<file path="src/rtl/ubk_pkg.sv">
// Package of register offsets, field layouts and encodings of the break unit.
package ubk_pkg;

  // Register byte offsets on the AXI4-Lite slave.
  localparam logic [3:0] OFF_BRK_ADDR   = 4'h0;
  localparam logic [3:0] OFF_BRK_MASK   = 4'h4;
  localparam logic [3:0] OFF_CYCLE_SEL  = 4'h8;
  localparam logic [3:0] OFF_STATUS     = 4'hc;

  // Reset values of the writable registers.
  localparam logic [31:0] RST_BRK_ADDR  = 32'h0000_0000;
  localparam logic [31:0] RST_BRK_MASK  = 32'h0000_0000;
  localparam logic [7:0]  RST_CYCLE_SEL = 8'h00;

  // Field positions inside the cycle-select register.
  localparam int SEL_REQ_DMA  = 7;
  localparam int SEL_REQ_CORE = 6;
  localparam int SEL_KIND_DAT = 5;
  localparam int SEL_KIND_FET = 4;
  localparam int SEL_DIR_WR   = 3;
  localparam int SEL_DIR_RD   = 2;
  localparam int SEL_SIZE_HI  = 1;
  localparam int SEL_SIZE_LO  = 0;

  // Field positions inside the status register.
  localparam int ST_REQ    = 0;
  localparam int ST_SECOND = 1;
  localparam int ST_FETCH  = 2;
  localparam int ST_HELD   = 3;

  // Offset of the second instruction of an on-chip fetched pair.
  localparam logic [31:0] PAIR_STEP = 32'h0000_0002;

  // Operand size encodings, shared by the bus cycle and the select field.
  typedef enum logic [1:0] {
    SIZE_ANY  = 2'b00,
    SIZE_BYTE = 2'b01,
    SIZE_WORD = 2'b10,
    SIZE_LONG = 2'b11
  } ubk_size_e;

  // AXI response codes.
  localparam logic [1:0] RESP_OKAY   = 2'b00;
  localparam logic [1:0] RESP_SLVERR = 2'b10;

endpackage : ubk_pkg

</file>
<file path="src/rtl/ubk_break_unit.sv">
// Top of the user break unit: register slave, match pipeline, request.
//
// Added by the designer: the register addresses and the AXI4-Lite interface to the registers.
`timescale 1ns/1ps
`default_nettype none

// Operation
// - Any of requester, kind or direction pair at 00 blocks all new matches.
// - A cycle meeting every programmed condition raises the break request.
// - A paired on-chip fetch matches on either instruction's own address.
// - A hit on the second pair instruction waits until the first executed.
// - Fetch break requests before execution; saved address is break address.
// - Delay-slot or masked-follower fetch runs first; core picks next PC.
// - Data breaks are imprecise; core saves address after last executed.
// - Fetch combined with write direction never matches.
// - Odd fetch addresses never match, except first fetch after a branch.
// - DMA requester combined with instruction fetch never matches.
// - Word data break at an odd address never matches.
// - A captured second-instruction hit survives later register changes.
// - Taken branches and traps make two overrun fetches before the target.
// - Hits on overrun fetches still raise the break request.
// - At least two cycles pass from matching fetch to the request.
// - Selects 54h, 6Ah and A7h give the documented cycle classes.
// - Requester pair: 00 none, 01 core, 10 DMA, 11 both.
// - Kind pair: 00 none, 01 fetch, 10 data, 11 both.
// - Size pair: 00 ignored, 01 byte, 10 word, 11 long; fetch is word.
// - A set mask bit drops that address bit from the comparison.
module ubk_break_unit #(
  parameter int AXI_ADDR_W = 32
) (
  input  wire logic                  clk_sys,
  input  wire logic                  srst,
  input  wire logic [AXI_ADDR_W-1:0] s_axi_awaddr,
  input  wire logic                  s_axi_awvalid,
  output logic                       s_axi_awready,
  input  wire logic [31:0]           s_axi_wdata,
  input  wire logic [3:0]            s_axi_wstrb,
  input  wire logic                  s_axi_wvalid,
  output logic                       s_axi_wready,
  output logic [1:0]                 s_axi_bresp,
  output logic                       s_axi_bvalid,
  input  wire logic                  s_axi_bready,
  input  wire logic [AXI_ADDR_W-1:0] s_axi_araddr,
  input  wire logic                  s_axi_arvalid,
  output logic                       s_axi_arready,
  output logic [31:0]                s_axi_rdata,
  output logic [1:0]                 s_axi_rresp,
  output logic                       s_axi_rvalid,
  input  wire logic                  s_axi_rready,
  input  wire logic                  cyc_valid,
  input  wire logic [31:0]           cyc_addr,
  input  wire logic                  cyc_dma,
  input  wire logic                  cyc_fetch,
  input  wire logic                  cyc_write,
  input  wire logic [1:0]            cyc_size,
  input  wire logic                  cyc_pair,
  input  wire logic                  cyc_branch_first,
  input  wire logic                  first_executed,
  input  wire logic                  brk_ack,
  output logic                       brk_req,
  output logic [31:0]                brk_pc,
  output logic                       brk_on_fetch,
  output logic                       brk_on_second
);

  // Register port decoding needs at least the four word offsets.
  if (AXI_ADDR_W < 4) begin : g_bad_width
    $error("AXI_ADDR_W must be at least 4");
  end

  // Whole state of the block in one record.
  typedef struct packed {
    logic        aw_have;
    logic [AXI_ADDR_W-1:0] aw_addr;
    logic        w_have;
    logic [31:0] w_data;
    logic [3:0]  w_strb;
    logic        bvalid;
    logic [1:0]  bresp;
    logic        rvalid;
    logic [31:0] rdata;
    logic [1:0]  rresp;
    logic [31:0] brk_addr;
    logic [31:0] brk_mask;
    logic [7:0]  cyc_sel;
    logic        hit;
    logic [31:0] hit_pc;
    logic        hit_fetch;
    logic        hit_second;
    logic        sec_pend;
    logic [31:0] sec_pc;
    logic        req;
    logic [31:0] pc;
    logic        on_fetch;
    logic        on_second;
  } ubk_state_s;

  ubk_state_s s_q;
  ubk_state_s s_d;

  logic        hit_first;
  logic        hit_pair;
  logic [31:0] pair_addr;

  // Byte-lane merge of a write into a stored word.
  function automatic logic [31:0] lane_merge(input logic [31:0] old,
                                             input logic [31:0] data,
                                             input logic [3:0]  strb);
    logic [31:0] r;
    r = old;
    for (int i = 0; i < 4; i++) begin
      if (strb[i]) begin
        r[8*i +: 8] = data[8*i +: 8];
      end
    end
    return r;
  endfunction : lane_merge

  // True when the address falls in the 16-byte block that holds the four registers.
  function automatic logic addr_mapped(input logic [AXI_ADDR_W-1:0] a);
    return (a >> 4) == '0;
  endfunction : addr_mapped

  // The second instruction of a pair sits one halfword above the first.
  assign pair_addr = cyc_addr + ubk_pkg::PAIR_STEP;

  // Overrun fetches are ordinary fetch cycles here; nothing filters them.
  ubk_match u_first (
    .brk_addr     (s_q.brk_addr),
    .brk_mask     (s_q.brk_mask),
    .sel          (s_q.cyc_sel),
    .addr         (cyc_addr),
    .is_dma       (cyc_dma),
    .is_fetch     (cyc_fetch),
    .is_write     (cyc_write),
    .size         (cyc_size),
    .branch_first (cyc_branch_first),
    .hit          (hit_first)
  );

  // Second comparator serves the upper instruction of an on-chip pair.
  ubk_match u_second (
    .brk_addr     (s_q.brk_addr),
    .brk_mask     (s_q.brk_mask),
    .sel          (s_q.cyc_sel),
    .addr         (pair_addr),
    .is_dma       (cyc_dma),
    .is_fetch     (cyc_fetch),
    .is_write     (cyc_write),
    .size         (cyc_size),
    .branch_first (1'b0),
    .hit          (hit_pair)
  );

  // Next-state logic for the slave and the break pipeline.
  always_comb begin
    logic do_write;
    logic rd_mapped;
    logic [3:0] rd_off;
    logic [3:0] wr_off;
    logic cyc_hit1;
    logic cyc_hit2;
    do_write  = 1'b0;
    rd_mapped = 1'b0;
    rd_off    = 4'h0;
    wr_off    = 4'h0;
    cyc_hit1  = 1'b0;
    cyc_hit2  = 1'b0;
    s_d = s_q;

    // Address and data are taken independently, in either order.
    if (s_axi_awvalid && !s_q.aw_have) begin
      s_d.aw_have = 1'b1;
      s_d.aw_addr = s_axi_awaddr;
    end
    if (s_axi_wvalid && !s_q.w_have) begin
      s_d.w_have = 1'b1;
      s_d.w_data = s_axi_wdata;
      s_d.w_strb = s_axi_wstrb;
    end
    if (s_axi_bvalid && s_axi_bready) begin
      s_d.bvalid = 1'b0;
    end
    // The write lands once both halves are held and no response waits.
    do_write = s_q.aw_have && s_q.w_have && !s_q.bvalid;
    if (do_write) begin
      wr_off = s_q.aw_addr[3:0];
      s_d.aw_have = 1'b0;
      s_d.w_have  = 1'b0;
      s_d.bvalid  = 1'b1;
      s_d.bresp   = ubk_pkg::RESP_OKAY;
      if (!addr_mapped(s_q.aw_addr)) begin
        s_d.bresp = ubk_pkg::RESP_SLVERR;
      end else if (wr_off == ubk_pkg::OFF_BRK_ADDR) begin
        s_d.brk_addr = lane_merge(s_q.brk_addr, s_q.w_data, s_q.w_strb);
      end else if (wr_off == ubk_pkg::OFF_BRK_MASK) begin
        s_d.brk_mask = lane_merge(s_q.brk_mask, s_q.w_data, s_q.w_strb);
      end else if (wr_off == ubk_pkg::OFF_CYCLE_SEL) begin
        if (s_q.w_strb[0]) begin
          s_d.cyc_sel = s_q.w_data[7:0];
        end
      end else if (wr_off != ubk_pkg::OFF_STATUS) begin
        s_d.bresp = ubk_pkg::RESP_SLVERR;
      end
    end

    // Reads answer one cycle after the address is taken.
    if (s_axi_rvalid && s_axi_rready) begin
      s_d.rvalid = 1'b0;
    end
    if (s_axi_arvalid && !s_q.rvalid) begin
      rd_off    = s_axi_araddr[3:0];
      rd_mapped = addr_mapped(s_axi_araddr);
      s_d.rvalid = 1'b1;
      s_d.rresp  = ubk_pkg::RESP_OKAY;
      s_d.rdata  = 32'h0000_0000;
      if (!rd_mapped) begin
        s_d.rresp = ubk_pkg::RESP_SLVERR;
      end else if (rd_off == ubk_pkg::OFF_BRK_ADDR) begin
        s_d.rdata = s_q.brk_addr;
      end else if (rd_off == ubk_pkg::OFF_BRK_MASK) begin
        s_d.rdata = s_q.brk_mask;
      end else if (rd_off == ubk_pkg::OFF_CYCLE_SEL) begin
        s_d.rdata[7:0] = s_q.cyc_sel;
      end else if (rd_off == ubk_pkg::OFF_STATUS) begin
        s_d.rdata[ubk_pkg::ST_REQ]    = s_q.req;
        s_d.rdata[ubk_pkg::ST_SECOND] = s_q.on_second;
        s_d.rdata[ubk_pkg::ST_FETCH]  = s_q.on_fetch;
        s_d.rdata[ubk_pkg::ST_HELD]   = s_q.sec_pend;
      end else begin
        s_d.rresp = ubk_pkg::RESP_SLVERR;
      end
    end

    // Stage one: capture a match of this bus cycle.
    cyc_hit1 = cyc_valid && hit_first;
    cyc_hit2 = cyc_valid && cyc_pair && cyc_fetch && hit_pair;
    s_d.hit = 1'b0;
    if (cyc_hit1) begin
      // The first instruction wins; it must break before it runs.
      s_d.hit        = 1'b1;
      s_d.hit_pc     = cyc_addr;
      s_d.hit_fetch  = cyc_fetch;
      s_d.hit_second = 1'b0;
    end else if (cyc_hit2) begin
      // Latched now, so later register writes cannot cancel it.
      s_d.sec_pend = 1'b1;
      s_d.sec_pc   = pair_addr;
    end else if (s_q.sec_pend && first_executed) begin
      s_d.sec_pend   = 1'b0;
      s_d.hit        = 1'b1;
      s_d.hit_pc     = s_q.sec_pc;
      s_d.hit_fetch  = 1'b1;
      s_d.hit_second = 1'b1;
    end

    // Stage two: a held request; a new hit beats an acknowledge.
    if (brk_ack) begin
      s_d.req = 1'b0;
    end
    if (s_q.hit) begin
      s_d.req       = 1'b1;
      s_d.pc        = s_q.hit_pc;
      s_d.on_fetch  = s_q.hit_fetch;
      s_d.on_second = s_q.hit_second;
    end
  end

  // State register with synchronous reset to constants.
  always_ff @(posedge clk_sys) begin
    if (srst) begin
      s_q          <= '0;
      s_q.brk_addr <= ubk_pkg::RST_BRK_ADDR;
      s_q.brk_mask <= ubk_pkg::RST_BRK_MASK;
      s_q.cyc_sel  <= ubk_pkg::RST_CYCLE_SEL;
    end else begin
      s_q <= s_d;
    end
  end

  // Handshake outputs follow the holding flags; data comes from flops.
  assign s_axi_awready = !s_q.aw_have;
  assign s_axi_wready  = !s_q.w_have;
  assign s_axi_bvalid  = s_q.bvalid;
  assign s_axi_bresp   = s_q.bresp;
  assign s_axi_arready = !s_q.rvalid;
  assign s_axi_rvalid  = s_q.rvalid;
  assign s_axi_rdata   = s_q.rdata;
  assign s_axi_rresp   = s_q.rresp;
  // Level request stays up until acknowledged, however long that takes.
  assign brk_req       = s_q.req;
  assign brk_pc        = s_q.pc;
  assign brk_on_fetch  = s_q.on_fetch;
  assign brk_on_second = s_q.on_second;

endmodule : ubk_break_unit

`default_nettype wire

</file>
<file path="src/rtl/ubk_match.sv">
// Combinational comparison of one bus address and its attributes.
`timescale 1ns/1ps
`default_nettype none

module ubk_match (
  input  wire logic [31:0] brk_addr,
  input  wire logic [31:0] brk_mask,
  input  wire logic [7:0]  sel,
  input  wire logic [31:0] addr,
  input  wire logic        is_dma,
  input  wire logic        is_fetch,
  input  wire logic        is_write,
  input  wire logic [1:0]  size,
  input  wire logic        branch_first,
  output logic             hit
);

  logic       req_ok;
  logic       kind_ok;
  logic       dir_ok;
  logic       size_ok;
  logic       addr_ok;
  logic       pairs_set;
  logic       odd_fetch;
  logic       odd_word;
  logic       never_hit;
  logic [1:0] eff_size;

  // Attribute agreement; a requester, kind or direction pair at zero selects nothing at all.
  always_comb begin
    pairs_set = (sel[7:6] != 2'b00) && (sel[5:4] != 2'b00)
             && (sel[3:2] != 2'b00);
    req_ok  = is_dma ? sel[ubk_pkg::SEL_REQ_DMA]
                     : sel[ubk_pkg::SEL_REQ_CORE];
    kind_ok = is_fetch ? sel[ubk_pkg::SEL_KIND_FET]
                       : sel[ubk_pkg::SEL_KIND_DAT];
    // Fetches are always reads, so a fetch-with-write select never hits.
    dir_ok  = is_write ? sel[ubk_pkg::SEL_DIR_WR]
                       : sel[ubk_pkg::SEL_DIR_RD];
    // Fetches count as word accesses whatever the port width is.
    eff_size = is_fetch ? ubk_pkg::SIZE_WORD : size;
    size_ok = (sel[1:0] == ubk_pkg::SIZE_ANY)
           || (sel[1:0] == eff_size);
    addr_ok = (((addr ^ brk_addr) & ~brk_mask) == 32'h0000_0000);
    // Odd fetch only exists as the first fetch after a branch.
    odd_fetch = is_fetch && addr[0] && !branch_first;
    odd_word  = !is_fetch && (size == ubk_pkg::SIZE_WORD)
             && (addr[0] || (brk_addr[0] && !brk_mask[0]));
    // The transfer unit never fetches and fetches never write, so a select
    // that asks for either would otherwise fire on a cycle that cannot be.
    never_hit = (is_dma && is_fetch) || (is_fetch && is_write);
    hit = pairs_set && req_ok && kind_ok && dir_ok && size_ok
       && addr_ok && !odd_fetch && !odd_word && !never_hit;
  end

endmodule : ubk_match

`default_nettype wire

</file>
<file path="config.mk">
export PLATFORM = sky130hd
export DESIGN_NAME = ubk_break_unit
export DESIGN_NICKNAME = d
export VERILOG_FILES = /design/src/rtl/ubk_pkg.sv /design/src/rtl/ubk_break_unit.sv /design/src/rtl/ubk_match.sv
export SDC_FILE = /design/constraint.sdc
export NUM_CORES = 1
export LEC_CHECK = 0
export ABC_AREA = 1
export BUFFER_PORTS_ARGS = -buffer_cell sky130_fd_sc_hd__buf_4
export CORE_MARGIN = 2
export CORE_UTILIZATION = 24
export CTS_CLUSTER_SIZE = 8
export DETAILED_ROUTE_END_ITERATION = 6
export HOLD_SLACK_MARGIN = 0.02
export PLACE_DENSITY = 0.43
export SYNTH_ARGS = -nofsm -noshare
export SYNTH_HDL_FRONTEND = slang
export SYNTH_HIERARCHICAL = 1
export SYNTH_SLANG_ARGS = --single-unit
</file>
<file path="constraint.sdc">
create_clock -name clk_sys -period 4.37 [get_ports clk_sys]
set_input_delay 0.6555 -clock clk_sys [delete_from_list [all_inputs] [get_ports clk_sys]]
set_output_delay 0.6555 -clock clk_sys [all_outputs]
set_load 0.005 [all_outputs]
</file>
==> results of run 1 <==
==> sequential cells by signal, summed over array words and instances, names as in the netlist <==
name and count:
brk_on_second 1, s_q 210, s_axi_bresp 1, brk_on_fetch 1
s_axi_bvalid 1, brk_pc 32, s_axi_rvalid 1, s_axi_rdata 32
brk_req 1, s_axi_rresp 1
==> layer usage <==
| layer | wire length [um] | up-vias | global-route usage (%) |
|---|---|---|---|
| li1 | - | 7073 | - |
| met1 | 25010 | 6244 | 22.82 |
| met4 | 1026 | 0 | 4.695 |
| met2 | 22840 | 242 | 26.81 |
| met3 | 1959 | 58 | 2.290 |
| met5 | 0 | - | 0 |
==> where the power goes <==
group,total [mW],internal (mW),switching (mW)
logic,0.511,0.194,0.317
registers,2.66,2.62,0.0396
clock network,2.87,1.70,1.17
total,6.05,4.52,1.53
==> stage by stage <==
| step | cell area (um^2) | power (mW) | hold WS, ns | setup slack [ns] | setup TNS, ns |
|---|---|---|---|---|---|
| after global routing | 17360 | 6.309 | 0.2923 | 0.2221 | 0 |
| after detailed placement | 16250 | 3.232 | 0.4585 | -0.007372 | -0.007372 |
| after floorplan | 14200 | 2.959 | 0.4339 | 1.127 | 0 |
| after global placement | 16250 | 3.228 | 0.4566 | 0.06272 | 0 |
| final | 17360 | 6.046 | 0.3047 | 0.6909 | 0 |
| after CTS | 17360 | 6.165 | 0.2635 | 0.5755 | 0 |
==> cell families (layout without fill, tap and decap cells) <==
| logic type | after synthesis | after routing | synth area share (%) |
|---|---|---|---|
| AO/OA/AOI/OAI | 346 | 346 | 12.92 |
| XOR/XNOR | 20 | 20 | 1.234 |
| adder cells (fa/ha/maj) | 1 | 1 | 0.08816 |
| buffers and inverters | 447 | 595 | 14.04 |
| flip-flops | 281 | 281 | 39.64 |
| other | 1 | 3 | 0.02643 |
| AND/OR/NAND/NOR | 1114 | 1114 | 32.05 |
==> placed cells by master, fill, tap and decap left out, types with 2 or more instances in the layout <==
master	instances
o21ai_0	188
clkbuf_8	2
nand4_4	4
clkbuf_16	41
xnor2_1	9
o21ai_1	8
or2_0	8
inv_1	287
nand3b_1	18
conb_1	3
a21boi_0	2
nor2_2	10
clkinv_8	2
nand2_2	3
nand3_4	3
nor2_1	466
or2_1	2
clkinv_1	3
a31oi_1	24
buf_12	4
o21bai_1	2
nand4_1	4
xor2_1	11
nor3_1	14
o211ai_1	11
nand3_1	67
nand2_1	511
clkbuf_1	3
a21oi_1	85
buf_4	250
o22ai_1	24
dfxtp_1	281
==> area by class of cell <==
cell class | instances | area share, %
Clock buffer | 46 | 6.134
Clock inverter | 3 | 0.2379
Inverter | 292 | 6.328
Multi-Input combinational cell | 1484 | 38.05
Sequential cell | 281 | 32.41
Tap cell | 773 | 5.572
Timing Repair Buffer | 254 | 11.27
==> critical path: cells and delay by family <==
kind,cells,cell delay (ns)
AOI/OAI and AO/OA,2,0.32
and+or+nand+nor,17,2.36
adders and majority gates,1,0.19
buffers and inverters,3,0.59
==> path summary, 6_finish.rpt <==
kind	startpoint	end	slack, ns
worst max-delay path	cyc_addr[1]	s_q[87]	0.69
worst min-delay path	cyc_addr[1]	s_q[36]	0.30
worst max register to register	s_q[103]	s_q[87]	1.26
worst min register to register	s_q[69]	s_q[69]	0.47
==> impl_metrics.csv, run 1 <==
group,metric,value,unit
run_status,status,"complete, no violations",
cts,cts_max_path_buffers,3,
floorplan,die_area,61090,um^2
global_routing,gr-usage-all-layers,16.56,%
route,wl_per_cell,16.23,um
cts,htree_levels,2,
timing,min_period,3.679,ns
cts,clk_transition_reported_paths,0.05,ns
timing,setup_viol,0,
floorplan,die_x,247.2,um
floorplan,rows,89,
cts,cts_root_buffer,"clkbuf_16",
floorplan,die_h,247.2,um
cells_and_area,fin_nets,2504,
pwr,ir_worst_vdd,215.9,uV
cells_and_area,utilization,29.58,%
critical_path,required,4.83,ns
synthesis,synth-async-reset-ratio,0,%
cts,holdBufCountCts,0,
timing,slew_viol_final,0,
synthesis,synth.area.top_cells,"dfxtp_1, nand2_1, nor2_1, inv_1, o21ai_0",
critical_path,arrival,4.14,ns
placement,port_buffers,222,
synthesis,yosysWarnings,6,
pwr,power_density,348.3,nW/um^2
timing,skew,0.02536,ns
synthesis,synth_top_cell_by_area,"dfxtp_1",
critical_path,crit_chain,"buf_4, ha_1, nand3_1, inv_1, nand2_1, nor2_1, nand3_1, nand2_1, nand2_1, a21oi_1, nand2_1, nand2_1, nor2_1, nand2_1, nor2_1, nand2_1, nor2_2, nand4_1, nand3_1, nor2_2, buf_4, nand2_1, a31oi_1",
cts,post_cts_buffers,0,
cells_and_area,fillers,6511,
global_routing,grt_pass1_vias,13100,
synthesis,netlist_area,14190,um^2
cells_and_area,multiInputGateArea,6605,um^2
synthesis,ys_top_cells_by_count,"nand2_1, nor2_1, inv_1",
cells_and_area,ff_latch_area,5625,um^2
hold_path,min_path_cells,2,
route,drt_pass1_iterations,7,
critical_path,cp-start-kind,"primary input",
global_routing,antenna_found_initial,0,
cts,cts_tree,"yes",
cts,numCtsBuffers,41,
critical_path,critPathSlowestCell,"nor2_2",
cells_and_area,area_delta_synth_final,22.33,%
hold_path,worst_hold_path_type,"in2reg",
synthesis,synth_ff_type,"dfxtp_1",
route,avgViaCountPerCell,4.346,
cells_and_area,instances_no_fill,3133,
global_routing,overflow,0,
critical_path,worstRegToRegCells,15,
synthesis,synth.top_cell.area_share,39.64,%
route,vias,13620,
synthesis,syn_inst,2210,
cts,cts.sinks,281,
placement,routabilityCongestion,0.8227,
synthesis,synth_edf_count,0,
route,drt_iter0_drc,681,
timing,timing.final.crit_share,84.19,%
pwr,p_leak,7.920,nW
timing,grt_setup_unrepaired,"no",
cells_and_area,diodes,0,
route,post-route-drc-count,0,
floorplan,ioPinCount,225,
synthesis,ys_ff_latch,281,
route,ant_nets,0,
cts,clock_latency,0.57,ns
timing,max_slew.worst_pin.slew,0.9574,ns
timing,slew_headroom,36.10,%
critical_path,cp-end-kind,"register",
synthesis,ys_seq_area_share,39.64,%
flow_run,maxCapViolCount,0,
critical_path,cp_max_fo,23,
placement,dp_cells,3084,
critical_path,cpMostUsedCell,"nand2_1",
synthesis,syn_area_per_cell,6.421,um^2
timing,fmax,0.2718,GHz
cts,cts_resized,0,
critical_path,path_class,"in2reg",
global_routing,grt_max_degree,87,
synthesis,yosysMostFrequentCell,"nand2_1",
floorplan,core_area,58690,um^2
floorplan,initial_utilization,24.18,%
critical_path,max_stage_delay,0.73,ns
placement,place_hpwl,38870,um
global_routing,grt_pass1_wl,77360,um
route,wirelength,50840,um
synthesis,ys_types,37,
cells_and_area,drive_gt1_share,13.86,%
timing,hold_viol,0,
Power figures use the tool's default switching activity.
==> run 2: changes to the inputs <==
Settings changed: PLACE_DENSITY 0.43 to 0.45.
Clock period 4.37 ns to 3.2 ns, I/O delays scaled along.
==> run 2 against run 1 <==
Clock skew down 0.0056 ns. Non-clock buffer count rose by 101. Total power grew 39%. Core utilization up 1.5 points. Sequential power up 37%. Highest routed layer unchanged.
==> impl_metrics.csv, run 2 (synthesis results as in run 1) <==
group,metric,value,unit
run_status,status,"complete, no violations",
cts,cts_tree,"yes",
pwr,ir_worst_vdd,303.3,uV
critical_path,r2r-end,"s_q[88]",
global_routing,grt_pass1_vias,13300,
timing,fmax,0.3402,GHz
critical_path,cp-start-kind,"primary input",
timing,setup_viol,0,
cells_and_area,fin_nets,2605,
pwr,p_leak,8.431,nW
hold_path,min_path_cells,3,
cells_and_area,largest_reg_flops,210,
cells_and_area,final_cell_mix,"nand2_1, nor2_1, buf_4",
placement,routabilityCongestion,0.8705,
route,ant_nets,0,
critical_path,cp-end-kind,"register",
pwr,power_density,461.2,nW/um^2
cells_and_area,area_delta_synth_final,28.38,%
flow_run,maxCapViolCount,0,
route,avgViaCountPerCell,4.323,
timing,max_slew.worst_pin.slew,0.8968,ns
timing,slew_viol_final,0,
floorplan,core_area,58690,um^2
critical_path,reg2reg_slack,0.68,ns
cells_and_area,mostFrequentLayoutCell,"nand2_1",
cells_and_area,instances_no_fill,3236,
route,vias,13990,
critical_path,required,3.64,ns
timing,slew_headroom,39.84,%
timing,hold_viol,0,
cts,numCtsBuffers,41,
timing,skew,0.01978,ns
critical_path,worstRegToRegCells,17,
timing,min_period,2.940,ns
cells_and_area,fillers,6446,
cts,clock_latency,0.56,ns
floorplan,die_x,247.2,um
floorplan,ioPinCount,225,
cts,cts.sinks,281,
global_routing,gr-usage-all-layers,16.73,%
cells_and_area,drive_gt1_share,17.72,%
hold_path,worst_hold_path_type,"in2reg",
cells_and_area,regMostFlops,"s_q",
placement,place_hpwl,40100,um
global_routing,grt_pass1_wl,78010,um
hold_path,hold_start,"s_axi_awaddr[16]",
placement,port_buffers,222,
floorplan,die_area,61090,um^2
timing,fin_ws,0.2602,ns
floorplan,die_h,247.2,um
cts,htree_levels,2,
route,wl_per_cell,15.95,um
floorplan,rows,89,
route,post-route-drc-count,0,
critical_path,cp_max_fo,16,
critical_path,r2r-start,"s_q[104]",
timing,timing.final.crit_share,91.87,%
placement,dp_cells,3184,
route,drt_iter0_drc,776,
cts,cts_max_path_buffers,3,
cts,holdBufCountCts,0,
global_routing,overflow,0,
critical_path,arrival,3.38,ns
cts,cts_root_buffer,"clkbuf_16",
cts,clk_transition_reported_paths,0.05,ns
global_routing,grt_max_degree,142,
route,wirelength,51630,um
floorplan,initial_utilization,24.18,%
placement,dp_slack,-0.5147,ns
hold_path,hold_path_end,"s_q[266]",
global_routing,antenna_found_initial,1,
route,drt_pass1_iterations,5,
critical_path,path_class,"in2reg",
-- run 2: how the worst max path moves through the flow --
stage,startpoint,end,slack (ns),depth (start not counted)
2_1_floorplan,cyc_addr[1],s_q[90],0.13,21
3_3_place_gp,cyc_addr[4],s_q[46],-0.50,24
3_5_place_dp,cyc_addr[1],s_q[47],-0.51,23
4_1_cts,cyc_addr[1],s_q[47],0.06,23
5_1_grt,cyc_addr[4],s_q[59],-0.002,24
6_report,cyc_addr[4],s_q[49],0.26,24
-- run 2: layout make-up --
class	instances	area, um^2	area share (%)
multi-input cells	1484	6680	36.67
clock buffers	45	1062	5.831
flip-flops and latches	281	5625	30.88
diodes	3	7.507	0.04121
repair buffers	355	2710	14.88
well taps	773	967.2	5.309
clock inverters	3	66.31	0.3640
inverters	292	1099	6.030
-- run 2: power breakdown --
group,total [mW],switching (mW),leakage (nW),internal (mW)
Combinational,0.788,0.459,5.60,0.330
Clock,3.97,1.57,0.552,2.41
Sequential,3.64,0.0544,2.28,3.58
-- run 2: stage by stage --
stage,util (%),power [mW],hold WS (ns),area (um^2),TNS [ns]
2_1_floorplan,-,4.040,0.4339,14200,0
3_3_place_gp,28.95,4.491,0.4546,16990,-28.31
3_5_place_dp,28.95,4.496,0.4575,16990,-28.44
4_1_cts,30.88,8.547,0.1110,18120,0
5_1_grt,31.04,8.771,0.1379,18220,-0.001873
6_report,31.04,8.402,0.1433,18220,0
-- run 2: what timing repair did --
item	in CTS	in global routing
gates resized for setup	0	21
endpoints found under the setup margin	0	67
setup buffers	0	1
-- run 2: metal layers --
metal  up-vias  GRT usage [%]  part of all wire, %
met1      6388          22.96                   49
met3        71          2.876                  4.1
met5         -              0                    0
met2       258          26.83                   45
li1       7273              -                    -
met4         0          4.642                  2.3
-- run 2: worst max-delay path: stages --
cell     delay (ns)
buf_4          0.13
nand2_1        0.11
inv_1          0.09
nand2_1        0.11
nor2_4         0.13
buf_4          0.13
nand2_1        0.07
xnor2_2        0.26
buf_4          0.16
nand2_1        0.05
nand3_1        0.09
nand2_1        0.08
nor2_2         0.11
nand2_1        0.05
nor2_1         0.13
nand2_1        0.11
nor2_4         0.13
nand4_1        0.13
buf_4          0.17
nor2_4         0.11
inv_1          0.08
buf_4          0.20
o21ai_0        0.18
inv_1          0.05
